$ cat src/verilog/unused_placeholder_removed.sv
// Holds no logic; the filter file carries the whole block.
// Assumes nothing of its surroundings.
`timescale 1ns/1ps
`default_nettype none
`default_nettype wire

$ cat src/verilog/roaf_pkg.sv
// Constants, register map and carrier types of the reading offset and adaptive filter.
// Assumes one clock; every sample arrives as a one-cycle valid strobe.
package roaf_pkg;
  localparam int SW = 20;
  localparam int OW = 16;
  localparam int DW = 21;
  localparam int AW = 5;
  localparam logic [AW-1:0] ADDR_CTRL = 5'h00;
  localparam logic [AW-1:0] ADDR_BAND = 5'h04;
  localparam logic [AW-1:0] ADDR_OFFSET = 5'h08;
  localparam logic [AW-1:0] ADDR_CMD = 5'h0C;
  localparam logic [AW-1:0] ADDR_DISPLAY = 5'h10;
  localparam logic [AW-1:0] ADDR_STATUS = 5'h14;
  localparam int CTRL_STR_LSB = 0;
  localparam int CTRL_PT_LSB = 2;
  localparam int CTRL_ZFN_BIT = 5;
  localparam int CMD_ZERO_BIT = 0;
  localparam int STAT_BYP_BIT = 0;
  localparam logic [7:0] BAND_MAX = 8'hC7;
  localparam logic [7:0] BAND_RST = 8'h00;
  localparam logic signed [OW-1:0] OFS_MAX = 16'sh4E1F;
  localparam logic signed [OW-1:0] OFS_RST = 16'sh0000;
  localparam logic [1:0] RESP_OKAY = 2'h0;
  localparam logic [1:0] RESP_SLVERR = 2'h2;

  typedef enum logic [3:0] {
    FILT_OFF = 4'h1,
    FILT_Q4 = 4'h2,
    FILT_Q8 = 4'h4,
    FILT_Q16 = 4'h8
  } roaf_filt_e;

  typedef struct packed {
    logic [1:0] strength;
    logic [2:0] pointSel;
    logic zeroReadingFunction;
    logic [7:0] band;
  } roaf_cfg_s;

  typedef struct packed {
    logic valid;
    logic signed [SW-1:0] data;
  } roaf_sample_s;

  typedef struct packed {
    logic valid;
    logic [2:0] point;
    logic signed [DW-1:0] value;
  } roaf_disp_s;

  localparam roaf_cfg_s CFG_RST = '{strength: 2'h0, pointSel: 3'h0,
                                    zeroReadingFunction: 1'b0, band: BAND_RST};
endpackage : roaf_pkg

$ cat src/verilog/roaf_filter.sv
// Reading offset, zeroing and adaptive first-order smoothing, with an AXI4-Lite register slave.
// Assumes samples and the user input are synchronous to clk.
//
// Decided for this implementation: the AXI4-Lite slave port and the placing of the registers.
`timescale 1ns/1ps
`default_nettype none

// Function
// Strengths 0..3; 0 passes reading unfiltered.
// Strength 1: quarter new, three quarters old.
// Strength 2: eighth new, seven eighths old.
// Strength 3: sixteenth new, fifteen sixteenths old.
// Variation above band bypasses; below resumes.
// Band compared in raw display counts.
// Band zero keeps smoothing always on.
// Signed offset within +-19999 added.
// Zero command rewrites offset to shift.
// Zero offset leaves reading unchanged.
// Offset decimal point follows point select.
// User input edge zeroes displayed value.
// One update per sample; display cleared on reset.
module roaf_filter (
  // Clock and reset
  input wire logic clk,
  input wire logic nrst,
  // Sample stream and user input
  input wire roaf_pkg::roaf_sample_s sample,
  input wire logic userZero,
  // Display side
  output roaf_pkg::roaf_disp_s disp,
  output logic [2:0] offsetPoint,
  // AXI4-Lite write address
  input wire logic s_axi_awvalid,
  output logic s_axi_awready,
  input wire logic [roaf_pkg::AW-1:0] s_axi_awaddr,
  // AXI4-Lite write data
  input wire logic s_axi_wvalid,
  output logic s_axi_wready,
  input wire logic [31:0] s_axi_wdata,
  input wire logic [3:0] s_axi_wstrb,
  // AXI4-Lite write response
  output logic s_axi_bvalid,
  input wire logic s_axi_bready,
  output logic [1:0] s_axi_bresp,
  // AXI4-Lite read address
  input wire logic s_axi_arvalid,
  output logic s_axi_arready,
  input wire logic [roaf_pkg::AW-1:0] s_axi_araddr,
  // AXI4-Lite read data
  output logic s_axi_rvalid,
  input wire logic s_axi_rready,
  output logic [31:0] s_axi_rdata,
  output logic [1:0] s_axi_rresp
);
  import roaf_pkg::*;

  roaf_cfg_s cfg_r;
  logic signed [OW-1:0] offset_r;
  logic bypass_r;
  logic userZeroPrev_r;
  roaf_disp_s disp_r;
  logic awHeld_r;
  logic wHeld_r;
  logic [AW-1:0] awAddr_r;
  logic [31:0] wData_r;
  logic [3:0] wStrb_r;
  logic bvalid_r;
  logic [1:0] bresp_r;
  logic rvalid_r;
  logic [31:0] rdata_r;
  logic [1:0] rresp_r;
  logic awReady_r;
  logic wReady_r;
  logic arReady_r;

  logic wrFire;
  logic arFire;
  logic wrMapped;
  logic [31:0] wrMerged;
  logic [31:0] rdWord;
  logic cmdZero;
  logic zeroEv;
  logic signed [DW-1:0] reading;
  logic signed [DW-1:0] prevDisp;
  logic signed [DW:0] diff;
  logic [DW:0] absDiff;
  logic signed [DW:0] step;
  logic signed [DW-1:0] filtered;
  logic signed [DW-1:0] dispNxt;
  logic bypass_nxt;
  logic signed [OW-1:0] offset_nxt;
  roaf_filt_e filtMode;

  // Full bus width so a huge software value saturates instead of wrapping
  function automatic logic signed [OW-1:0] clampOfs(input logic signed [31:0] v);
    if (v > 32'(OFS_MAX)) begin
      return OFS_MAX;
    end
    if (v < -32'(OFS_MAX)) begin
      return -OFS_MAX;
    end
    return v[OW-1:0];
  endfunction : clampOfs

  // AXI handshakes: address and data taken independently, answer once both are held
  assign wrFire = awHeld_r && wHeld_r && !bvalid_r;
  assign arFire = s_axi_arvalid && s_axi_arready;
  assign wrMapped = awAddr_r <= ADDR_CMD && awAddr_r[1:0] == 2'h0;

  always_comb begin
    rdWord = 32'h0000_0000;
    unique case (awAddr_r)
      ADDR_CTRL: rdWord = {26'h0, cfg_r.zeroReadingFunction, cfg_r.pointSel, cfg_r.strength};
      ADDR_BAND: rdWord = {24'h0, cfg_r.band};
      ADDR_OFFSET: rdWord = {{(32-OW){offset_r[OW-1]}}, offset_r};
      default: rdWord = 32'h0000_0000;
    endcase
    for (int i = 0; i < 4; i++) begin
      wrMerged[8*i +: 8] = wStrb_r[i] ? wData_r[8*i +: 8] : rdWord[8*i +: 8];
    end
  end

  always_ff @(posedge clk or negedge nrst) begin
    if (!nrst) begin
      awHeld_r <= 1'b0;
      awReady_r <= 1'b1;
      awAddr_r <= 5'h00;
    end else if (s_axi_awvalid && !awHeld_r) begin
      awHeld_r <= 1'b1;
      awReady_r <= 1'b0;
      awAddr_r <= s_axi_awaddr;
    end else if (wrFire) begin
      awHeld_r <= 1'b0;
      awReady_r <= 1'b1;
    end
  end

  always_ff @(posedge clk or negedge nrst) begin
    if (!nrst) begin
      wHeld_r <= 1'b0;
      wReady_r <= 1'b1;
      wData_r <= 32'h0000_0000;
      wStrb_r <= 4'h0;
    end else if (s_axi_wvalid && !wHeld_r) begin
      wHeld_r <= 1'b1;
      wReady_r <= 1'b0;
      wData_r <= s_axi_wdata;
      wStrb_r <= s_axi_wstrb;
    end else if (wrFire) begin
      wHeld_r <= 1'b0;
      wReady_r <= 1'b1;
    end
  end

  always_ff @(posedge clk or negedge nrst) begin
    if (!nrst) begin
      bvalid_r <= 1'b0;
      bresp_r <= RESP_OKAY;
    end else if (wrFire) begin
      bvalid_r <= 1'b1;
      bresp_r <= wrMapped ? RESP_OKAY : RESP_SLVERR;
    end else if (s_axi_bready) begin
      bvalid_r <= 1'b0;
    end
  end

  always_ff @(posedge clk or negedge nrst) begin
    if (!nrst) begin
      rvalid_r <= 1'b0;
      arReady_r <= 1'b1;
      rdata_r <= 32'h0000_0000;
      rresp_r <= RESP_OKAY;
    end else if (arFire) begin
      rvalid_r <= 1'b1;
      arReady_r <= 1'b0;
      rresp_r <= RESP_OKAY;
      unique case (s_axi_araddr)
        ADDR_CTRL: rdata_r <= {26'h0, cfg_r.zeroReadingFunction, cfg_r.pointSel, cfg_r.strength};
        ADDR_BAND: rdata_r <= {24'h0, cfg_r.band};
        ADDR_OFFSET: rdata_r <= {{(32-OW){offset_r[OW-1]}}, offset_r};
        ADDR_CMD: rdata_r <= 32'h0000_0000;
        ADDR_DISPLAY: rdata_r <= {{(32-DW){disp_r.value[DW-1]}}, disp_r.value};
        ADDR_STATUS: rdata_r <= {31'h0, bypass_r};
        default: begin
          rdata_r <= 32'h0000_0000;
          rresp_r <= RESP_SLVERR;
        end
      endcase
    end else if (s_axi_rready) begin
      rvalid_r <= 1'b0;
      arReady_r <= 1'b1;
    end
  end

  // Configuration; band above its top is held at the top
  always_ff @(posedge clk or negedge nrst) begin
    if (!nrst) begin
      cfg_r <= CFG_RST;
    end else if (wrFire && awAddr_r == ADDR_CTRL) begin
      cfg_r.strength <= wrMerged[CTRL_STR_LSB +: 2];
      cfg_r.pointSel <= wrMerged[CTRL_PT_LSB +: 3];
      cfg_r.zeroReadingFunction <= wrMerged[CTRL_ZFN_BIT];
    end else if (wrFire && awAddr_r == ADDR_BAND) begin
      cfg_r.band <= (wrMerged > 32'(BAND_MAX)) ? BAND_MAX : wrMerged[7:0];
    end
  end

  // Zero requests: edge of the user input when so assigned, or a software command
  assign cmdZero = wrFire && awAddr_r == ADDR_CMD && wrMerged[CMD_ZERO_BIT];
  assign zeroEv = cmdZero || (cfg_r.zeroReadingFunction && userZero && !userZeroPrev_r);

  always_ff @(posedge clk or negedge nrst) begin
    if (!nrst) begin
      userZeroPrev_r <= 1'b0;
    end else begin
      userZeroPrev_r <= userZero;
    end
  end

  // Zeroing wins over a software offset write in the same cycle
  always_comb begin
    offset_nxt = offset_r;
    if (zeroEv) begin
      offset_nxt = clampOfs(32'(offset_r) - 32'(disp_r.value));
    end else if (wrFire && awAddr_r == ADDR_OFFSET) begin
      offset_nxt = clampOfs($signed(wrMerged));
    end
  end

  always_ff @(posedge clk or negedge nrst) begin
    if (!nrst) begin
      offset_r <= OFS_RST;
    end else begin
      offset_r <= offset_nxt;
    end
  end

  // Filter datapath; band is in raw counts, the point position never scales it
  assign reading = DW'(sample.data) + DW'(offset_r);
  assign prevDisp = disp_r.value;
  assign diff = (DW+1)'(reading) - (DW+1)'(prevDisp);
  assign absDiff = diff[DW] ? (DW+1)'(-diff) : (DW+1)'(diff);

  always_comb begin
    unique case (cfg_r.strength)
      2'h0: filtMode = FILT_OFF;
      2'h1: filtMode = FILT_Q4;
      2'h2: filtMode = FILT_Q8;
      2'h3: filtMode = FILT_Q16;
    endcase
  end

  always_comb begin
    step = diff;
    unique case (filtMode)
      FILT_OFF: step = diff;
      FILT_Q4: step = diff >>> 2;
      FILT_Q8: step = diff >>> 3;
      FILT_Q16: step = diff >>> 4;
    endcase
  end

  assign filtered = prevDisp + step[DW-1:0];

  // Band hysteresis: equal to the band keeps the last decision
  always_comb begin
    bypass_nxt = bypass_r;
    if (cfg_r.band == 8'h00) begin
      bypass_nxt = 1'b0;
    end else if (sample.valid && absDiff > (DW+1)'(cfg_r.band)) begin
      bypass_nxt = 1'b1;
    end else if (sample.valid && absDiff < (DW+1)'(cfg_r.band)) begin
      bypass_nxt = 1'b0;
    end
  end

  assign dispNxt = bypass_nxt ? reading : filtered;

  always_ff @(posedge clk or negedge nrst) begin
    if (!nrst) begin
      bypass_r <= 1'b0;
    end else begin
      bypass_r <= bypass_nxt;
    end
  end

  // A zero request overrides a coincident sample so the display lands exactly on zero
  always_ff @(posedge clk or negedge nrst) begin
    if (!nrst) begin
      disp_r <= '0;
    end else begin
      disp_r.point <= cfg_r.pointSel;
      disp_r.valid <= zeroEv || sample.valid;
      if (zeroEv) begin
        disp_r.value <= '0;
      end else if (sample.valid) begin
        disp_r.value <= dispNxt;
      end
    end
  end

  always_ff @(posedge clk or negedge nrst) begin
    if (!nrst) begin
      offsetPoint <= 3'h0;
    end else begin
      offsetPoint <= cfg_r.pointSel;
    end
  end

  assign disp = disp_r;
  assign s_axi_awready = awReady_r;
  assign s_axi_wready = wReady_r;
  assign s_axi_bvalid = bvalid_r;
  assign s_axi_bresp = bresp_r;
  assign s_axi_arready = arReady_r;
  assign s_axi_rvalid = rvalid_r;
  assign s_axi_rdata = rdata_r;
  assign s_axi_rresp = rresp_r;

  a_pass_through: assert property (@(posedge clk) disable iff (!nrst)
    sample.valid && !zeroEv && filtMode == FILT_OFF |=> disp_r.value == $past(reading))
    else $error("strength zero did not pass reading");
  a_quarter_step: assert property (@(posedge clk) disable iff (!nrst)
    sample.valid && !zeroEv && !bypass_nxt && cfg_r.strength == 2'h1
    |=> disp_r.value == $past(prevDisp) + DW'($past(diff) >>> 2))
    else $error("quarter smoothing wrong");
  a_eighth_step: assert property (@(posedge clk) disable iff (!nrst)
    sample.valid && !zeroEv && !bypass_nxt && cfg_r.strength == 2'h2
    |=> disp_r.value == $past(prevDisp) + DW'($past(diff) >>> 3))
    else $error("eighth smoothing wrong");
  a_sixteenth_step: assert property (@(posedge clk) disable iff (!nrst)
    sample.valid && !zeroEv && !bypass_nxt && cfg_r.strength == 2'h3
    |=> disp_r.value == $past(prevDisp) + DW'($past(diff) >>> 4))
    else $error("sixteenth smoothing wrong");
  a_band_bypass: assert property (@(posedge clk) disable iff (!nrst)
    sample.valid && !zeroEv && cfg_r.band != 8'h00 && absDiff > (DW+1)'(cfg_r.band)
    |=> bypass_r && disp_r.value == $past(reading))
    else $error("large step not bypassed");
  a_band_zero: assert property (@(posedge clk) disable iff (!nrst)
    cfg_r.band == 8'h00 |=> !bypass_r)
    else $error("bypass with band zero");
  a_offset_range: assert property (@(posedge clk) disable iff (!nrst)
    offset_r <= OFS_MAX && offset_r >= -OFS_MAX)
    else $error("offset out of range");
  a_zero_shift: assert property (@(posedge clk) disable iff (!nrst)
    zeroEv |=> disp_r.value == '0 && disp_r.valid)
    else $error("zero request did not zero display");
  a_offset_none: assert property (@(posedge clk) disable iff (!nrst)
    sample.valid && !zeroEv && offset_r == '0 && filtMode == FILT_OFF
    |=> disp_r.value == DW'($past(sample.data)))
    else $error("zero offset changed reading");
  a_one_update: assert property (@(posedge clk) disable iff (!nrst)
    !sample.valid && !zeroEv |=> $stable(disp_r.value) && !disp_r.valid)
    else $error("display moved without sample");
endmodule : roaf_filter

`default_nettype wire

$ cat config.mk
export PLATFORM = sky130hd
export DESIGN_NAME = roaf_filter
export DESIGN_NICKNAME = d
export VERILOG_FILES = /design/src/verilog/unused_placeholder_removed.sv /design/src/verilog/roaf_pkg.sv /design/src/verilog/roaf_filter.sv
export SDC_FILE = /design/constraint.sdc
export NUM_CORES = 1
export LEC_CHECK = 0
export BUFFER_PORTS_ARGS = -buffer_cell sky130_fd_sc_hd__buf_2
export CORE_ASPECT_RATIO = 1.4
export CORE_MARGIN = 4
export CORE_UTILIZATION = 45
export CTS_CLUSTER_SIZE = 14
export DETAILED_ROUTE_END_ITERATION = 10
export PLACE_DENSITY_LB_ADDON = 0.2
export SYNTH_ARGS = -nofsm -noshare
export SYNTH_HDL_FRONTEND = slang
export SYNTH_SLANG_ARGS = --single-unit
$ cat constraint.sdc
create_clock -name clk -period 7.9 [get_ports clk]
set_input_delay 0.79 -clock clk [delete_from_list [all_inputs] [get_ports clk]]
set_output_delay 0.79 -clock clk [all_outputs]
set_load 0.005 [all_outputs]
### Word level (Yosys, flattened, before mapping)

Cells that the tools add are included.

| word-level totals | value |
|---|---|
| register bits | 141 |
| input bits | 75 |
| bits in latches | 0 |
| memories | 0 |
| output and inout bits | 69 |
| bits in writable memories | 0 |
| memory bits (read-only) | 0 |

| cells by class | value |
|---|---|
| order comparisons | 8 |
| multiplexer cells | 52 |
| multipliers | 0 |
| add/sub/neg operators | 5 |
| shift-type cells | 0 |
| divide/modulo/power cells | 0 |
| equality and inequality tests | 15 |
| reduce and logical (&&, ||, !) cells | 34 |
| bitwise operators | 1 |

Operators with widths:

| cell | count |
|---|---|
| $mux 16 | 10 |
| $pmux 32 s5 | 1 |
| $pmux 32 s3 | 1 |
| $pmux 21 s4 | 1 |
| $mux 21 | 3 |
| $mux 8 | 5 |
| $gt 32x16->1 const B | 1 |
| $gt 32x8->1 const B | 1 |
| $lt 32x16->1 const B | 1 |
| $mux 1 | 27 |
| $gt 22x16->1 const B | 1 |
| $gt 22x8->1 | 1 |
| $lt 22x16->1 const B | 1 |
| $lt 22x8->1 | 1 |
| $mux 22 | 1 |
| $neg 22->22 | 1 |
| $sub 16x21->22 | 1 |
| $sub 21x21->22 | 1 |
| $add 20x16->21 | 1 |
| $add 21x21->21 | 1 |
| $eq 5x4->1 const B | 4 |
| $pmux 4 s4 | 1 |
| $logic_and 1x1->1 | 15 |
| $reduce_bool 2->1 | 6 |
| 18 further kinds | 28 |

### Logic depth before layout (Yosys ltp)

Gate-level depths: netlist of the first run.

| logic depth | value |
|---|---|
| depth after elaboration | 14 |
| depth in mapped cells | 37 |

### Worst setup path after synthesis of the first run

Ideal clock, no wire load.

| timing | value |
|---|---|
| kind | input port to flip-flop |
| start | input port sample[0] in the netlist's numbering |
| end | register disp_r (netlist bit prevDisp[11]) |
| cell stages on the path | 36 |
| setup time | 0.126 ns |
| setup slack | 0.301 ns |
| arrival | 7.473 ns |
| data required time | 7.774 ns |
| path through | ha_1 > fa_1 > a21o_1 > a21oi_1 > o21bai_1 > a21o_1 > a31oi_1 > o2111ai_1 > a21oi_1 > nor2b_1 > o21a_1 > nor3_1 > nor2_1 > ha_1 > clkbuf_1 > nand3_1 > nor2_1 > and4_1 > nand4_1 > and3_1 > clkbuf_1 > nand2_1 > xnor2_1 > ha_1 > a21o_1 > a21oi_1 > nor2b_1 > o31ai_1 > a21oi_1 > a221o_1 > a2111oi_0 > o2111a_1 > and4b_1 > nand4_2 > and3_1 > o311a_1 |

| on the way | value |
|---|---|
| cells in the longest elaborated chain, start to end | 12 |

Ends and longest elaborated chain:

| item | line | RTL |
|---|---|---|
| start, declared | roaf_filter.sv:27 | `input wire roaf_pkg::roaf_sample_s sample,` |
| $add 20x16->21 * | roaf_filter.sv:239 | `assign reading = DW'(sample.data) + DW'(offset_r);` |
| $sub 21x21->22 | roaf_filter.sv:241 | `assign diff = (DW+1)'(reading) - (DW+1)'(prevDisp);` |
| $neg 22->22 | roaf_filter.sv:242 | `assign absDiff = diff[DW] ? (DW+1)'(-diff) : (DW+1)'(diff);` |
| $mux 22 | roaf_filter.sv:242 |  |
| $lt 22x8->1 | roaf_filter.sv:272 | `end else if (sample.valid && absDiff < (DW+1)'(cfg_r.band)) begin` |
| $logic_and 1x1->1 | roaf_filter.sv:272 |  |
| $mux 1 | roaf_filter.sv:272 |  |
| $mux 1 | roaf_filter.sv:270 | `end else if (sample.valid && absDiff > (DW+1)'(cfg_r.band)) begin` |
| $mux 1 | roaf_filter.sv:268 | `if (cfg_r.band == 8'h00) begin` |
| $mux 21 * | roaf_filter.sv:277 | `assign dispNxt = bypass_nxt ? reading : filtered;` |
| $mux 21 * | roaf_filter.sv:296 | `end else if (sample.valid) begin` |
| $mux 21 * | roaf_filter.sv:294 | `if (zeroEv) begin` |
| end, declared | roaf_filter.sv:61 | `roaf_disp_s disp_r;` |

Every way passes the cells marked *; elsewhere a longest branch is shown, timed or not. The select of a mux whose other input is x is not followed.
A chain may end at the register's enable or synchronous reset.

### Worst setup path after layout of the first run

| timing | value |
|---|---|
| start | input port sample[1] in the netlist's numbering |
| end | register disp_r (netlist bit prevDisp[19]) |

Same word-level chain as after synthesis.

==> results.yml, run 1 <==
global_route:
  antenna_found_initial: 1
  grt_overflow: 0
  grtUsageTotal_pct: 27.70
  grt_pass1_wl_microns: 65010
  grt_pass1_vias: 11790
  grt_max_degree: 73
logic_synthesis:
  synthArstFlopShare_pct: 100.0
  avgSynthCellArea_sq_um: 8.385
  synth-seq-cells: 128
  synth_top_area_share_pct: 25.73
  synthFlopType: "dfrtp_1"
  synth_cells: 1450
  yosysWarnings: 0
  synth-edff-count: 0
  yosysTopAreaCell: "dfrtp_1"
  yosysSeqAreaShare_pct: 26.38
  yosys.cell_types.count: 93
  synth_area_sq_mm: 0.01216
  synth_area_leaders: "dfrtp_1 26%, ha_1 9.4%, o21ai_0 5.4%, nand2_1 4.0%, mux2_2 3.7%"
worst_setup_path:
  cp-start-kind: "primary input"
  crit_type: "primary input to flop"
  cp_max_fo: 8
  crit_arrival_ps: 7690
  cp_num_buf_inv: 3
  required_ps: 8240
  r2r_setup_slack_ps: 580
  cp_slowest_stage_delay_ps: 550
  crit_top_cell: "a21oi_1"
  cpMaxStageDelayCell: "or4_1"
  cpLargestDelayFamily: "compound AO/OA/AOI/OAI gates"
  end_kind: "flop"
clock_network:
  clkSlewWorstSetupHoldPaths_ps: 60
  tritoncts: "built"
  cts_root_buf: "clkbuf_16"
  clock-sinks: 128
  clockBufferDepth: 2
  cts_buffers: 17
  clk_latency_ps: 430
  htreeDepth: 4
status:
  status: "complete, no violations"
floorplan:
  initial_utilization_pct: 46.12
  fp.dieH_microns: 202.5
  io_pins: 144
  die_w_microns: 146.9
  core-area_sq_mm: 0.02636
  rows: 70
  dieArea_sq_mm: 0.02975
timing:
  finalSetupViolCount: 0
  finClkSkew_ps: 7.841
  max_slew_margin_pct: 15.37
  rsz0062_at_grt: "false"
  slew_viol_final: 0
  period_share_pct: 93.13
  worst-slew-pin-transition_ps: 1264
  hold_viol: 0
  period_minus_slack_ps: 7358
  fmax_mhz: 135.9
place:
  io_buffer_count: 141
  place.gp.congestion: 1.042
  place_hpwl_microns: 33620
finish:
  nets: 1760
  multi_input_area_sq_mm: 0.008290
  drive_above_1_share_pct: 20.77
  fin_util_pct: 53.30
  diodes: 0
  register_area_sq_mm: 0.003207
  final_cell_mix: "140 x buf_2, 130 x o21ai_0, 129 x nand2_1"
  areaGrowthSynthToFinish_pct: 15.57
  final_common_cell: "buf_2"
  fillers: 2520
route:
  drt-pass1-iter-count: 5
  first_iter_violations: 763
  num_vias: 12040
  drt-total-wl_microns: 41930
  drc: 0
  wire_per_inst_microns: 21.36
  ant_nets: 0
  vias_per_cell: 6.133
job:
  cap_violations: 0
hold_path:
  hp-class: "primary input to asynchronous set/reset pin"
[worst paths after layout]
kind | depth (start not counted) | from | to
setup / recovery | 29 | sample[1] | prevDisp[19]
hold / removal | 1 | nrst | wData_r[5]
setup reg to reg | 28 | offset_r[1] | prevDisp[19]
hold reg to reg | 0 | cfg_r[10] | offsetPoint[1]
max in group asynchronous | 2 | nrst | wStrb_r[3]
min in group clk | 0 | cfg_r[10] | offsetPoint[1]
[state kept, by name, summed over array words and instances (netlist names), 3 cells and up]
register	count
offsetPoint	3
cfg_r	14
wData_r	32
offset_r	16
s_axi_rdata	21
wStrb_r	4
prevDisp	21
awAddr_r	5
[routing by layer]
| layer | wire [microns] | GRT usage, % |
|---|---|---|
| met1 | 15770 | 31.25 |
| met2 | 21150 | 49.43 |
| met3 | 2300 | 4.443 |
| met4 | 2699 | 15.66 |
| met5 | 13 | 0 |
[timing repair]
action,in CTS,in global routing
hold buffers,0,0
resized for setup,0,5
endpoints found under the setup margin,0,22
buffers inserted,0,4
hold endpoints to repair,0,0
[metrics by stage]
| stage | instances | TNS, ps | setup WS [ps] | instance area [sq um] | hold slack [ps] |
|---|---|---|---|---|---|
| 2_1_floorplan | 1451 | 0 | 300.9 | 12160 | 392.5 |
| 3_3_place_gp | 1927 | 0 | 108.2 | 13390 | 422.6 |
| 3_5_place_dp | 1927 | -40.07 | -30.57 | 13390 | 429.9 |
| 4_1_cts | 1959 | 0 | 413.2 | 14010 | 336.8 |
| 5_1_grt | 1963 | 0 | 32.32 | 14050 | 358.2 |
| 6_report | 1963 | 0 | 542.4 | 14050 | 327.2 |
[cells by family after synthesis]
logic type | after synthesis | share of synthesized area (%)
compound gates | 476 | 26.12
xor+xnor | 65 | 4.744
fa+ha+maj | 95 | 10.02
simple gates | 453 | 18.77
buf+inv | 157 | 5.670
flops | 128 | 26.38
mux | 75 | 8.264
other cells | 1 | 0.03084
[area by class of cell]
type                            count  area share (%)
Multi-Input combinational cell   1166           59.00
Sequential cell                   128           22.82
Timing Repair Buffer              210           8.780
Tap cell                          360           3.206
Clock buffer                       18           3.126
Inverter                           67           1.790
Clock inverter                     14           1.273
[Yosys cell counts, types with 13 or more instances]
cell type  number
nor3_1         33
o21ai_0       131
mux2i_1        19
mux4_2         15
a21o_1         36
nor2_1         82
nor2b_1        24
mux2_2         40
a22oi_1        29
xnor2_1        44
clkbuf_1       56
and2_1         18
o211ai_1       16
nand3_1        50
and3_1         19
a31oi_1        23
o21a_1         14
inv_1          67
a211oi_1       13
nor4_1         17
ha_1           91
dfrtp_1       125
buf_4          17
xor2_1         20
a21oi_1        89
nand2b_1       18
nand4_1        17
nand2_1       129
Power of run 1 is not shown: default switching activity piles up to over one toggle a cycle in this logic, so the estimate is an artifact.
==> run 2, diff against run 1 <==
Settings changed: RECOVER_POWER set to 50.
==> results.yml, run 2 (synthesis results as in run 1) <==
global_route:
  grt_use_met3_pct: 4.443
  grt_pass1_vias: 11790
  use_met1_pct: 31.25
  antenna_found_initial: 1
  grt_util_met2_pct: 49.43
  grt_max_degree: 73
  grt_overflow: 0
  grt.busiest_layer: "met2"
  grtUsageTotal_pct: 27.70
  grt_pass1_wl_microns: 65010
clock_network:
  clk_latency_ps: 430
  clkSlewWorstSetupHoldPaths_ps: 60
  tritoncts: "built"
  htreeDepth: 4
  clock-sinks: 128
  clockBufferDepth: 2
  cts_root_buf: "clkbuf_16"
  cts_buffers: 17
route:
  drc: 0
  drt-pass1-iter-count: 7
  ant_nets: 0
  drt-total-wl_microns: 42090
  vias_per_cell: 6.140
  num_vias: 12050
  wire_per_inst_microns: 21.44
  first_iter_violations: 778
worst_setup_path:
  crit_start: "sample[0]"
  cp_max_fo: 5
  cp-start-kind: "primary input"
  r2r_start: "offset_r[1]"
  r2r_end: "prevDisp[19]"
  crit_type: "primary input to flop"
  r2r_cells: 28
  end_kind: "flop"
  cpMaxStageDelayCell: "or4_1"
  crit_arrival_ps: 7680
  crit_top_cell: "a21o_1"
  required_ps: 8240
  cp_slowest_stage_delay_ps: 600
  setup.worst_path.end: "prevDisp[19]"
  r2r_setup_slack_ps: 620
timing:
  hold_viol: 0
  slew_viol_final: 170
  tns_ps: 0
  period_share_pct: 93.02
  rsz0062_at_grt: "false"
  worst-slew-pin-transition_ps: 3810
  finalSetupViolCount: 0
  max_slew_margin_pct: -154.0
  finClkSkew_ps: 10.11
  period_minus_slack_ps: 7349
  fmax_mhz: 136.1
status:
  status: "finished with violations"
  violations: "capacitance limit, slew limit"
floorplan:
  dieArea_sq_mm: 0.02975
  fp.dieH_microns: 202.5
  die_w_microns: 146.9
  io_pins: 144
  core-area_sq_mm: 0.02636
  rows: 70
  initial_utilization_pct: 46.12
finish:
  fin_area_sq_mm: 0.01401
  diodes: 0
  largest_reg_flops: 32
  nets: 1760
  areaGrowthSynthToFinish_pct: 15.23
  drive_above_1_share_pct: 19.40
  regMostFlops: "wData_r"
  final_cell_mix: "130 x o21ai_0, 129 x nand2_1, 125 x dfrtp_1"
  final_common_cell: "o21ai_0"
place:
  io_buffer_count: 141
  placed_area_sq_mm: 0.01339
  place.gp.congestion: 1.042
  place_hpwl_microns: 33620
job:
  cap_violations: 3
hold_path:
  hp-class: "flop to flop"
-- run 2: critical path: cells and delay by family --
kind	cells	cell delay, ps
AO/OA/AOI/OAI	16	3180
XOR/XNOR	2	310
adder cells (fa/ha/maj)	4	1320
buffers and inverters	4	550
multiplexers	1	530
AND/OR/NAND/NOR	4	1000
-- run 2: metal layers --
layer / vias to the layer above / part of all wire (%)
met5: - / 0.031
met4: 2 / 6.0
met3: 124 / 5.3
met2: 428 / 51
met1: 5792 / 38
li1: 5707 / -
-- run 2: worst min path at each step --
stage,from,end,slack (ps),depth (start not counted)
after floorplan,cfg_r[9],offsetPoint[0],390,0
after global placement,cfg_r[10],offsetPoint[1],420,0
after detailed placement,cfg_r[10],offsetPoint[1],430,0
after CTS,nrst,wData_r[5],340,1
after global routing,cfg_r[9],offsetPoint[0],460,0
final,cfg_r[10],offsetPoint[1],440,0
-- run 2: what timing repair did --
action,4_1_cts,5_1_grt
hold buffers,0,0
endpoints found under the setup margin,0,22
resized for setup,0,5
setup buffers,0,4
-- run 2: final cells by class --
type / instances / area, sq um
clock inverters: 14 / 178.9
inverters: 67 / 251.5
repair buffers: 210 / 1200
well taps: 360 / 450.4
clock buffers: 18 / 439.2
flip-flops and latches: 128 / 3207
multi-input cells: 1166 / 8283
fillers: 2525 / 12350
-- run 2: stage by stage --
step / worst slack [ps] / instances / hold slack, ps / util, %
6_report: 551.2 / 1963 / 439.3 / 53.14
4_1_cts: 413.2 / 1959 / 336.8 / 53.13
3_3_place_gp: 108.2 / 1927 / 422.6 / 50.79
3_5_place_dp: -30.57 / 1927 / 429.9 / 50.79
2_1_floorplan: 300.9 / 1451 / 392.5 / -
5_1_grt: 32.32 / 1963 / 458.6 / 53.14
Power of run 2 is left out for the same reason.
==> run 3, diff against run 2 <==
Settings changed: CORE_UTILIZATION 45 to 44.
==> results.yml, run 3 (synthesis results as in run 1) <==
status:
  status: "finished with violations"
  violations: "capacitance limit, slew limit"
clock_network:
  clock-sinks: 128
  clkSlewWorstSetupHoldPaths_ps: 60
  cts_resized: 0
  cts_hold_buf: 0
  cts_setup_buffers: 0
  htreeDepth: 4
  clockBufferDepth: 2
  clk_latency_ps: 440
  cts_root_buf: "clkbuf_16"
  tritoncts: "built"
  cts_buffers: 17
worst_setup_path:
  end_kind: "flop"
  required_ps: 8170
  crit_type: "primary input to flop"
  crit_arrival_ps: 7700
  cp_max_fo: 17
  cp_slowest_stage_delay_ps: 400
  cp-start-kind: "primary input"
  cpMaxStageDelayCell: "fa_1"
global_route:
  grt_max_degree: 73
  grtUsageTotal_pct: 28.89
  grt_overflow: 0
  antenna_found_initial: 0
  grt_pass1_vias: 12240
  grt_pass1_wl_microns: 68260
finish:
  diodes: 0
  largest_reg_flops: 32
  finalNonFillerCells: 1996
  nets: 1788
  areaGrowthSynthToFinish_pct: 17.03
  regMostFlops: "wData_r"
  final_cell_mix: "129 x o21ai_0, 129 x nand2_1, 125 x dfrtp_1"
  drive_above_1_share_pct: 20.66
timing:
  worst-slew-pin-transition_ps: 3864
  period_minus_slack_ps: 7431
  fmax_mhz: 134.6
  max_slew_margin_pct: -157.6
  rsz0062_at_grt: "false"
  whs_ps: 438.7
  setup_ws_ps: 469.3
  hold_viol: 0
  finalSetupViolCount: 0
  finClkSkew_ps: 15.85
  period_share_pct: 94.06
  slew_viol_final: 170
route:
  drc: 0
  drt-total-wl_microns: 44450
  wire_per_inst_microns: 22.27
  vias_per_cell: 6.126
  first_iter_violations: 912
  num_vias: 12230
  ant_nets: 0
  drt-pass1-iter-count: 5
floorplan:
  die_w_microns: 148.5
  fp.dieH_microns: 204.7
  dieArea_sq_mm: 0.03039
  io_pins: 144
  initial_utilization_pct: 44.87
  core-area_sq_mm: 0.02709
  rows: 71
job:
  cap_violations: 3
place:
  placedCellCount: 1964
  place.gp.congestion: 1.019
  io_buffer_count: 141
  dp_slack_ps: -22.52
  place_hpwl_microns: 35390
hold_path:
  hp-class: "flop to flop"
-- run 3: path summary, 6_finish.rpt --
check / start / end / slack (ps) / depth (start not counted)
setup reg to reg: offset_r[0] / prevDisp[19] / 540 / 36
setup / recovery: sample[0] / prevDisp[19] / 470 / 37
hold / removal: cfg_r[10] / offsetPoint[1] / 440 / 0
min in group asynchronous: nrst / cfg_r[10] / 1490 / 1
max in group asynchronous: nrst / wData_r[27] / 1500 / 2
hold reg to reg: cfg_r[10] / offsetPoint[1] / 440 / 0
-- run 3: layout make-up --
| type | count | area [sq um] |
|---|---|---|
| Fill cell | 2573 | 12870 |
| Multi-Input combinational cell | 1166 | 8287 |
| Sequential cell | 128 | 3207 |
| Timing Repair Buffer | 238 | 1418 |
| Tap cell | 365 | 456.7 |
| Clock buffer | 18 | 429.2 |
| Inverter | 67 | 251.5 |
| Clock inverter | 14 | 180.2 |
-- run 3: metal layers --
metal,track usage [%],vias up,wire length (microns)
li1,-,5745,-
met4,17.89,0,3027
met1,31.66,5861,16220
met3,4.470,152,2353
met5,0,-,0
met2,51.83,469,22860
-- run 3: metrics by stage --
stage / setup TNS [ps] / util, % / area, sq um
after CTS: 0 / 52.62 / 14260
after detailed placement: -22.52 / 50.37 / 13650
after global routing: 0 / 52.51 / 14230
after global placement: 0 / 50.37 / 13650
after floorplan: 0 / - / 12160
final: 0 / 52.51 / 14230
-- run 3: critical path: cells and delay by family --
family,cells,cell delay [ps]
AO/OA/AOI/OAI,21,3870
adder cells (fa/ha/maj),4,1200
AND/OR/NAND/NOR,8,1160
buffers and inverters,3,540
XOR/XNOR,1,140
Power of run 3 is left out for the same reason.
